===== config.mk =====
export PLATFORM = sky130hd
export DESIGN_NAME = fsp_core
export DESIGN_NICKNAME = d
export VERILOG_FILES = /design/src/fsp_pkg.sv /design/src/fsp_core.sv /design/src/fsp_sig_rom.sv
export VERILOG_INCLUDE_DIRS = /design/src /design/src/src
export SDC_FILE = /design/constraint.sdc
export NUM_CORES = 1
export LEC_CHECK = 0
export ABC_AREA = 0
export BUFFER_PORTS_ARGS = -buffer_cell sky130_fd_sc_hd__buf_4
export CORE_ASPECT_RATIO = 0.8
export CORE_UTILIZATION = 44
export CTS_BUF_LIST = sky130_fd_sc_hd__clkbuf_4
export DETAILED_ROUTE_END_ITERATION = 6
export GPL_TIMING_DRIVEN = 0
export PLACE_DENSITY = 0.76
export SETUP_SLACK_MARGIN = 0.2
export SLEW_MARGIN = 10
export SYNTH_ARGS = -nofsm -noshare
export SYNTH_HDL_FRONTEND = slang
export SYNTH_SLANG_ARGS = --single-unit

===== constraint.sdc =====
create_clock -name core_clk -period 6 [get_ports core_clk]
set_input_delay 0.3 -clock core_clk [delete_from_list [all_inputs] [get_ports core_clk]]
set_output_delay 0.3 -clock core_clk [all_outputs]
set_load 0.005 [all_outputs]

===== src/fsp_params.svh =====
`ifndef FSP_PARAMS_SVH
`define FSP_PARAMS_SVH

`define FSP_SIG_LEN 5'd19
`define FSP_SIG_CODE_END 5'd2
`define FSP_SIG_NAME_END 5'd12
`define FSP_SIG_ADDR_END 5'd15
`define FSP_BOOT_LAST 20'h0_0FFF
`define FSP_ACK 8'h06
`define FSP_NAK 8'h15
`define FSP_PROT_NONE 3'h0
`define FSP_BIT_ERASE 0
`define FSP_BIT_WRITE 1
`define FSP_BIT_BOOT 2

`endif


===== src/fsp_pkg.sv =====
package fsp_pkg;
    typedef enum logic [2:0] {
        FSP_CMD_NONE,
        FSP_CMD_SIG,
        FSP_CMD_ERASE,
        FSP_CMD_WRITE,
        FSP_CMD_PROT_SET,
        FSP_CMD_PROT_CLEAR,
        FSP_CMD_OTHER
    } fsp_cmd_t;
    typedef enum logic [1:0] {
        FSP_IDLE,
        FSP_SIG,
        FSP_RESP
    } fsp_state_t;
endpackage


===== src/fsp_core.sv =====
`timescale 1ns/1ns
`include "fsp_params.svh"
module fsp_core #(
    parameter logic [23:0] ID_CODE = 24'h00_5A5A,
    parameter logic [79:0] PART_NAME = 80'h4445_5649_4345_2020_2020,
    parameter logic [19:0] LAST_ADDR = 20'h0_1FFF
) (
    input wire logic core_clk,
    input wire logic resetn,
    input wire fsp_pkg::fsp_cmd_t cmd,
    input wire logic cmd_valid,
    input wire logic [19:0] cmd_addr,
    input wire logic [2:0] cmd_prot,
    input wire logic self_valid,
    input wire logic self_is_write,
    input wire logic [19:0] self_addr,
    input wire logic code_blank,
    input wire logic [2:0] nv_prot,
    input wire logic [7:0] fw_major,
    input wire logic [7:0] fw_minor,
    input wire logic [7:0] fw_patch,
    output logic cmd_ready,
    output logic [7:0] resp_data,
    output logic resp_valid,
    output logic resp_last,
    output logic erase_go,
    output logic write_go,
    output logic self_go,
    output logic self_refused,
    output logic [19:0] op_addr,
    output logic nv_prot_we,
    output logic [2:0] nv_prot_wdata,
    output logic [2:0] active_prot
);
    import fsp_pkg::*;

    fsp_state_t state;
    logic [4:0] sig_idx;
    logic loaded;
    logic clear_armed;
    logic [7:0] rom_byte;

    fsp_sig_rom #(
        .ID_CODE(ID_CODE),
        .PART_NAME(PART_NAME),
        .LAST_ADDR(LAST_ADDR),
        .FW_VER(24'h00_0000)
    ) u_rom (
        .core_clk(core_clk),
        .resetn(resetn),
        .index(sig_idx),
        .rd_data(rom_byte)
    );

    wire in_boot = cmd_addr <= `FSP_BOOT_LAST;
    wire self_in_boot = self_addr <= `FSP_BOOT_LAST;
    wire erase_blocked = active_prot[`FSP_BIT_ERASE] ||
        (active_prot[`FSP_BIT_BOOT] && in_boot);
    wire write_blocked = active_prot[`FSP_BIT_WRITE] ||
        (active_prot[`FSP_BIT_BOOT] && in_boot);
    wire clear_ok = clear_armed && active_prot[`FSP_BIT_ERASE] &&
        active_prot[`FSP_BIT_BOOT] && code_blank;
    wire take = cmd_valid && cmd_ready;
    wire cmd_ok = (cmd == FSP_CMD_ERASE) ? !erase_blocked :
        (cmd == FSP_CMD_WRITE) ? !write_blocked :
        (cmd == FSP_CMD_PROT_CLEAR) ? clear_ok :
        (cmd == FSP_CMD_SIG || cmd == FSP_CMD_PROT_SET);
    wire [2:0] set_value = nv_prot | cmd_prot;
    wire [2:0] clear_value = nv_prot & ~(3'h1 << `FSP_BIT_WRITE);
    wire self_block = active_prot[`FSP_BIT_BOOT] && self_in_boot;
    // rom data lags the index by one step: byte k goes out while sig_idx is k + 1
    wire [7:0] fw_byte = (sig_idx == `FSP_SIG_ADDR_END + 5'd2) ? fw_major :
        (sig_idx == `FSP_SIG_ADDR_END + 5'd3) ? fw_minor : fw_patch;
    wire sig_rom_part = sig_idx <= `FSP_SIG_ADDR_END + 5'd1;

    assign cmd_ready = loaded && (state == FSP_IDLE);

    // protection latched once after reset: programming mode entry
    always_ff @(posedge core_clk or negedge resetn) begin
        if (!resetn) begin
            active_prot <= `FSP_PROT_NONE;
            loaded <= 1'b0;
            clear_armed <= 1'b0;
        end else if (!loaded) begin
            active_prot <= nv_prot;
            loaded <= 1'b1;
            clear_armed <= nv_prot[`FSP_BIT_WRITE];
        end
    end

    always_ff @(posedge core_clk or negedge resetn) begin
        if (!resetn) begin
            state <= FSP_IDLE;
            sig_idx <= 5'd0;
            resp_valid <= 1'b0;
            resp_last <= 1'b0;
            resp_data <= 8'h00;
        end else begin
            resp_valid <= 1'b0;
            resp_last <= 1'b0;
            unique case (state)
                FSP_IDLE: begin
                    if (take) begin
                        resp_valid <= 1'b1;
                        resp_data <= cmd_ok ? `FSP_ACK : `FSP_NAK;
                        resp_last <= !(cmd == FSP_CMD_SIG);
                        sig_idx <= 5'd0;
                        state <= (cmd == FSP_CMD_SIG) ? FSP_SIG : FSP_IDLE;
                    end
                end
                FSP_SIG: begin
                    sig_idx <= sig_idx + 5'd1;
                    state <= FSP_RESP;
                end
                FSP_RESP: begin
                    resp_valid <= 1'b1;
                    resp_data <= sig_rom_part ? rom_byte : fw_byte;
                    if (sig_idx == `FSP_SIG_LEN) begin
                        resp_last <= 1'b1;
                        state <= FSP_IDLE;
                    end else begin
                        state <= FSP_SIG;
                    end
                end
                default: state <= FSP_IDLE;
            endcase
        end
    end

    always_ff @(posedge core_clk or negedge resetn) begin
        if (!resetn) begin
            erase_go <= 1'b0;
            write_go <= 1'b0;
            self_go <= 1'b0;
            self_refused <= 1'b0;
            op_addr <= 20'h0_0000;
            nv_prot_we <= 1'b0;
            nv_prot_wdata <= `FSP_PROT_NONE;
        end else begin
            erase_go <= take && cmd == FSP_CMD_ERASE && !erase_blocked;
            write_go <= take && cmd == FSP_CMD_WRITE && !write_blocked;
            self_go <= self_valid && !self_block;
            self_refused <= self_valid && self_block;
            nv_prot_we <= take && ((cmd == FSP_CMD_PROT_SET) ||
                (cmd == FSP_CMD_PROT_CLEAR && clear_ok));
            if (take) begin
                op_addr <= cmd_addr;
                nv_prot_wdata <= (cmd == FSP_CMD_PROT_CLEAR) ? clear_value : set_value;
            end else if (self_valid) begin
                op_addr <= self_addr;
            end
        end
    end
endmodule


===== src/fsp_sig_rom.sv =====
`timescale 1ns/1ns
`include "fsp_params.svh"
module fsp_sig_rom #(
    parameter logic [23:0] ID_CODE = 24'h00_5A5A,
    parameter logic [79:0] PART_NAME = 80'h4445_5649_4345_2020_2020,
    parameter logic [19:0] LAST_ADDR = 20'h0_1FFF,
    parameter logic [23:0] FW_VER = 24'h01_0203
) (
    input wire logic core_clk,
    input wire logic resetn,
    input wire logic [4:0] index,
    output logic [7:0] rd_data
);
    // id code is arbitrary, not a real part code
    wire [23:0] last_addr_w = {4'h0, LAST_ADDR};
    wire [151:0] image = {ID_CODE, PART_NAME,
        last_addr_w[7:0], last_addr_w[15:8], last_addr_w[23:16], FW_VER};
    wire [7:0] sel_byte = (index < `FSP_SIG_LEN) ?
        image[151 - 8 * index -: 8] : 8'h00;

    always_ff @(posedge core_clk or negedge resetn) begin
        if (!resetn) begin
            rd_data <= 8'h00;
        end else begin
            rd_data <= sel_byte;
        end
    end
endmodule


=== Yosys cells after proc, flatten, opt, wreduce, memory -nomap -nowiden ===
Index checks and enable logic that the tools add are counted.

* Eq/ne operators: 11
* Shift-type cells: 1
* Bitwise operators: 1
* $add $sub $neg: 2
* Reductions and logical operators: 29
* Order comparisons: 4
* Mux-type cells: 24

{| class="wikitable"
|+ Operator list
! cell !! number
|-
| variable part select 159 x 33 -> 8 bit (first input constant) || 1
|-
| less-or-equal comparator 20 x 12 -> 1 bit (second input constant) || 2
|-
| two-way mux 20 bit || 2
|-
| two-way mux 8 bit || 5
|-
| one-hot mux 8 bit (2 select lines) || 1
|-
| equality test 5 bit (second input constant) || 3
|-
| logical AND 1 bit || 15
|-
| two-way mux 5 bit || 2
|-
| one-hot mux 5 bit (2 select lines) || 1
|-
| subtractor 8 x 8 -> 9 bit (first input constant) || 1
|-
| two-way mux 1 bit || 8
|-
| equality test 3 x 2 -> 1 bit (second input constant) || 2
|-
| equality test 3 bit (second input constant) || 2
|-
| one-hot mux 2 bit (3 select lines) || 1
|-
| nonzero test 2 bit || 3
|-
| adder 5 x 1 -> 5 bit (second input constant) || 1
|-
| less-or-equal comparator 5 bit (second input constant) || 1
|-
| less-than comparator 5 bit (second input constant) || 1
|-
| zero test 1 bit || 4
|-
| logical OR 1 bit || 4
|-
| one-hot mux 1 bit (2 select lines) || 2
|-
| AND reduction 2 bit || 2
|-
| equality test 3 x 1 -> 1 bit (second input constant) || 1
|-
| two-way mux 3 bit || 1
|-
| 6 further kinds || 6
|}

* Input bits: 79
* Word-level logic and storage cells: 88
* Output and inout port bits: 42
* Register bits after elaboration: 58

=== Logic depth before layout (Yosys ltp) ===
* Depth in word-level cells: 9
* Mapped depth: 8
* Depth with buffers taken out: 6

=== Modules after synthesis ===
From an unflattened synthesis, not the netlist that was laid out.

* Cell total of the unflattened synthesis: 350
* Area total of the unflattened synthesis: 3,258.1 um^2

{| class="wikitable"
|+ By module, submodules not included
! module !! cells an instance !! instances !! sequential area each (um^2) !! area an instance (um^2)
|-
| fsp_core || 276 || 1 || 1,226.2 || 2,618.8
|-
| fsp_sig_rom || 74 || 1 || 200.2 || 639.4
|}

=== Worst setup path before layout ===
No wires, ideal clock.

* Path type: flip-flop to flip-flop
* From: register sig_idx[0]
* To: register resp_data[0]
* Period minus slack after synthesis: 2,104 ps
* Setup slack: 3,896 ps
* Arrival time: 1,978 ps
* Buffers on the path: 2
* Required time: 5,874 ps
* Library setup time: 126 ps
* Cell stages (with the launch flop): 9
* Cells stage by stage: dfrtp_1 clkbuf_1 inv_1 ha_1 clkbuf_1 and4bb_2 mux2i_1 o221ai_1 a221o_1

* Cells in the longest elaborated chain, start to end: 5
* Elaborated cells on any way between the ends: 7
* Those cells by class: 1 x order compare; 2 x eq/ne; 4 x mux

{| class="wikitable"
|+ RTL lines
! element !! RTL line !! RTL
|-
| start, declared || fsp_core.sv:38 || <nowiki>logic [4:0] sig_idx;</nowiki>
|-
| start signal, assigned || fsp_core.sv:112 || <nowiki>sig_idx <= sig_idx + 5'd1;</nowiki>
|-
| equality test 5 bit || fsp_core.sv:73 || <nowiki>(sig_idx == `FSP_SIG_ADDR_END + 5'd3) ? fw_minor : fw_patch;</nowiki>
|-
| two-way mux 8 bit || fsp_core.sv:73 ||
|-
| two-way mux 8 bit || fsp_core.sv:72 || <nowiki>wire [7:0] fw_byte = (sig_idx == `FSP_SIG_ADDR_END + 5'd2) ? fw_major :</nowiki>
|-
| two-way mux 8 bit * || fsp_core.sv:117 || <nowiki>resp_data <= sig_rom_part ? rom_byte : fw_byte;</nowiki>
|-
| one-hot mux 8 bit (2 select lines) * || fsp_core.sv:101 || <nowiki>unique case (state)</nowiki>
|-
| end signal, assigned || fsp_core.sv:105 || <nowiki>resp_data <= cmd_ok ? `FSP_ACK : `FSP_NAK;</nowiki>
|-
| end signal, assigned || fsp_core.sv:117 ||
|-
| end, declared || fsp_core.sv:23 || <nowiki>output logic [7:0] resp_data,</nowiki>
|}

Every way passes the cells marked *; elsewhere a longest branch is shown, timed or not.
A chain may end at the register's enable or synchronous reset.

=== Worst setup path in the final report ===
Same ends and word-level chain as after synthesis.

==> impl_metrics.toml <==
[worst_hold_path]
hp-class = "in2reg"
hp-start = "cmd_addr[11]"
min_to = "op_addr[11]"
min_path_cells = 3

[yosys]
ys_types = 54
postSynth.asyncResetShare_pct = 100
synthCells = 332
syn-num-nets = 415
yosysSeqAreaShare_pct = 45.4
synth_edf_count = 0
synth.cell_area_mm2 = 0.00314
syn_area_per_cell_um2 = 9.47
synth_warnings = 0
synth_ff_type = "dfrtp_1"
synth_seq_cells = 57

[cells_and_area]
antennaDiodeCount = 0
final_area_mm2 = 0.00427
area_growth_pct = 35.9
final_nets = 545
n_fill_cell = 589
drive_above_1_share_pct = 33.7

[die]
ioPinCount = 121
coreArea_mm2 = 0.00689
die_y_um = 77.6
die_area_mm2 = 0.00749
initial_utilization_pct = 45.6
rows = 27
die_width_um = 96.5

[cts]
cts_buffers = 9
clockBufferDepth = 2
postCtsSetupBuffers = 0
root_buffer = "clkbuf_4"
cts_sinks = 57
clk_latency_ns = 0.41
cts_tree = "done"
htree_levels = 3
clk_pin_slew_worst_paths_ns = 0.11

[pwr]
power.density_mw_per_mm2 = 312
peakVddDrop_mv = 0.144
power_mw = 1.33
p_leak_nw = 2.02

[timing]
period_share_pct = 43.1
finalCriticalPeriod_ns = 2.59
drv_slew = 0
hold_viol_final = 0
rsz0062_at_grt = "false"
setup_viol_count_final = 0
clock_skew_ns = 0.0205
finalSetupTns_ns = 0
slew_headroom_pct = 50.7
worst_pin_slew_ns = 0.740
fmax_mhz = 387

[detailed_routing]
routedWlPerCell_um = 15.8
totalWireLength_um = 8720
final_antenna_net_count = 0
dr.pass1.iters = 5
remaining_drc_errors = 0
vias = 3032
drtIter0Drc = 108
via_per_inst = 5.48

[grt]
grt_first_pass_wirelength_um = 13900
use_met1_pct = 33.5
grt.met3_usage_pct = 5.88
grtUsageMet2_pct = 37.0
grt_usage_pct = 24.5
antenna_found_initial = 0
grt_max_degree = 58
grt-ovfl-total = 0
grt_pass1_vias = 2841
top_usage_layer = "met2"

[critical_path]
required_ns = 6.30
crit_arrival_ns = 2.89
timing.rr.end = "resp_data[0]"
ff2ff_path_depth = 8
r2r_setup_slack_ns = 3.41
crit_path_end_kind = "flop"
cp_max_fo = 10
r2r_start = "sig_idx[0]"
worst_setup_path_start_kind = "flop"
path_class = "reg2reg"

[run_status]
status = "finished, final reports clean"

[placed_design]
gp_congestion = 0.940
dpl.hpwl_um = 6620
port_buffers = 118
placed_area_mm2 = 0.00414

[job]
maxCapViolCount = 0
[synth_stat cells, drive strengths merged, types with 4 or more instances]
cell type	instances	share of area [%]
a21oi	27	4.3
a221o	6	1.9
and2	4	0.80
buf	13	2.5
clkbuf	12	1.4
dfrtp	57	45
ha	4	1.6
inv	14	1.7
mux2	4	1.4
mux2i	22	7.0
nand2	27	3.2
nand2b	7	1.4
nand3	4	0.64
nor2	18	2.2
nor2b	4	0.80
nor3	7	1.1
nor3b	4	1.3
o211ai	4	0.96
o21a	4	0.96
o21ai	38	6.0
xnor2	4	1.1
[power breakdown]
| part | total [mW] | switching, mW | internal, mW |
|---|---|---|---|
| Sequential | 0.557 | 0.0690 | 0.488 |
| Clock | 0.264 | 0.138 | 0.126 |
| Combinational | 0.514 | 0.258 | 0.256 |
[sequential cells by signal, indices dropped and copies added, names as in the netlist, 2 cells and up]
name,count
u_rom.rd_data,8
nv_prot_wdata,3
state,2
op_addr,20
sig_idx,5
active_prot,3
resp_data,8
[cells in the final DEF, fill, tap and decap left out, types with 4 or more instances in the layout]
cell / count
nand2_1: 27
nor2b_1: 4
a21oi_1: 27
nor3_1: 7
mux2_2: 4
o21a_1: 4
inv_1: 14
nor2_1: 17
buf_4: 119
xnor2_1: 4
mux2i_1: 22
dfrtp_1: 57
a221o_1: 6
o21ai_0: 38
o211ai_1: 4
buf_2: 9
clkbuf_1: 12
clkbuf_4: 10
and2_1: 4
nand3_1: 4
ha_1: 4
nand2b_1: 7
[per-stage QoR]
stage	hold slack [ns]	worst slack (ns)	instances	util [%]
2_1_floorplan	0.00441	3.90	332	-
5_1_grt	0.0797	3.29	553	62.0
3_3_place_gp	0.395	3.53	537	60.1
3_5_place_dp	0.402	3.47	537	60.1
6_report	0.0943	3.41	553	62.0
4_1_cts	0.0845	3.45	553	62.0
[critical path, cell delays in order, from the launching register on]
cell      delay (ns)
dfrtp_1         0.50
clkbuf_1        0.38
inv_1           0.20
ha_1            0.24
clkbuf_1        0.20
and4bb_2        0.34
mux2i_1         0.18
o221ai_1        0.14
a221o_1         0.31
[what timing repair did]
| action | in CTS | in global routing |
|---|---|---|
| hold endpoints to repair | 57 | 0 |
| setup endpoints to repair | 0 | 0 |
| hold buffers | 1 | 0 |
| gates resized for setup | 0 | 0 |
[final cells by class]
class	instances	area [um^2]	area share [%]
Clock inverter	5	47.5	1.11
Multi-Input combinational cell	236	1540	36.1
Timing Repair Buffer	119	896	21.0
Buffer	25	124	2.90
Tap cell	87	109	2.55
Clock buffer	10	75.1	1.76
Inverter	14	52.6	1.23
Sequential cell	57	1430	33.4
[layer usage]
metal | routed length (um) | vias up | share of wire [%]
met3 | 503 | 19 | 5.8
met1 | 3880 | 1466 | 45
li1 | - | 1447 | -
met2 | 4090 | 100 | 47
met5 | 0 | - | 0
met4 | 237 | 0 | 2.7
[logic make-up after synthesis]
group                      synth area share, %
buffers and inverters                     5.61
and+or+nand+nor                           16.6
other                                    0.119
xor gates and xnor gates                  1.67
AOI/OAI and AO/OA                         20.6
DFF                                       45.4
muxes                                     8.44
adders and majority gates                 1.59
[how the worst max path moves through the flow]
stage,start,slack (ns),cells past startpoint,endpoint
floorplan,sig_idx[0],3.90,8,resp_data[0]
global placement,sig_idx[0],3.53,8,resp_data[0]
detailed placement,sig_idx[0],3.47,8,resp_data[0]
CTS,sig_idx[0],3.45,8,resp_data[0]
global route,sig_idx[0],3.29,7,u_rom.rd_data[1]
finish,sig_idx[0],3.41,8,resp_data[0]
Power figures use the tool's default switching activity.
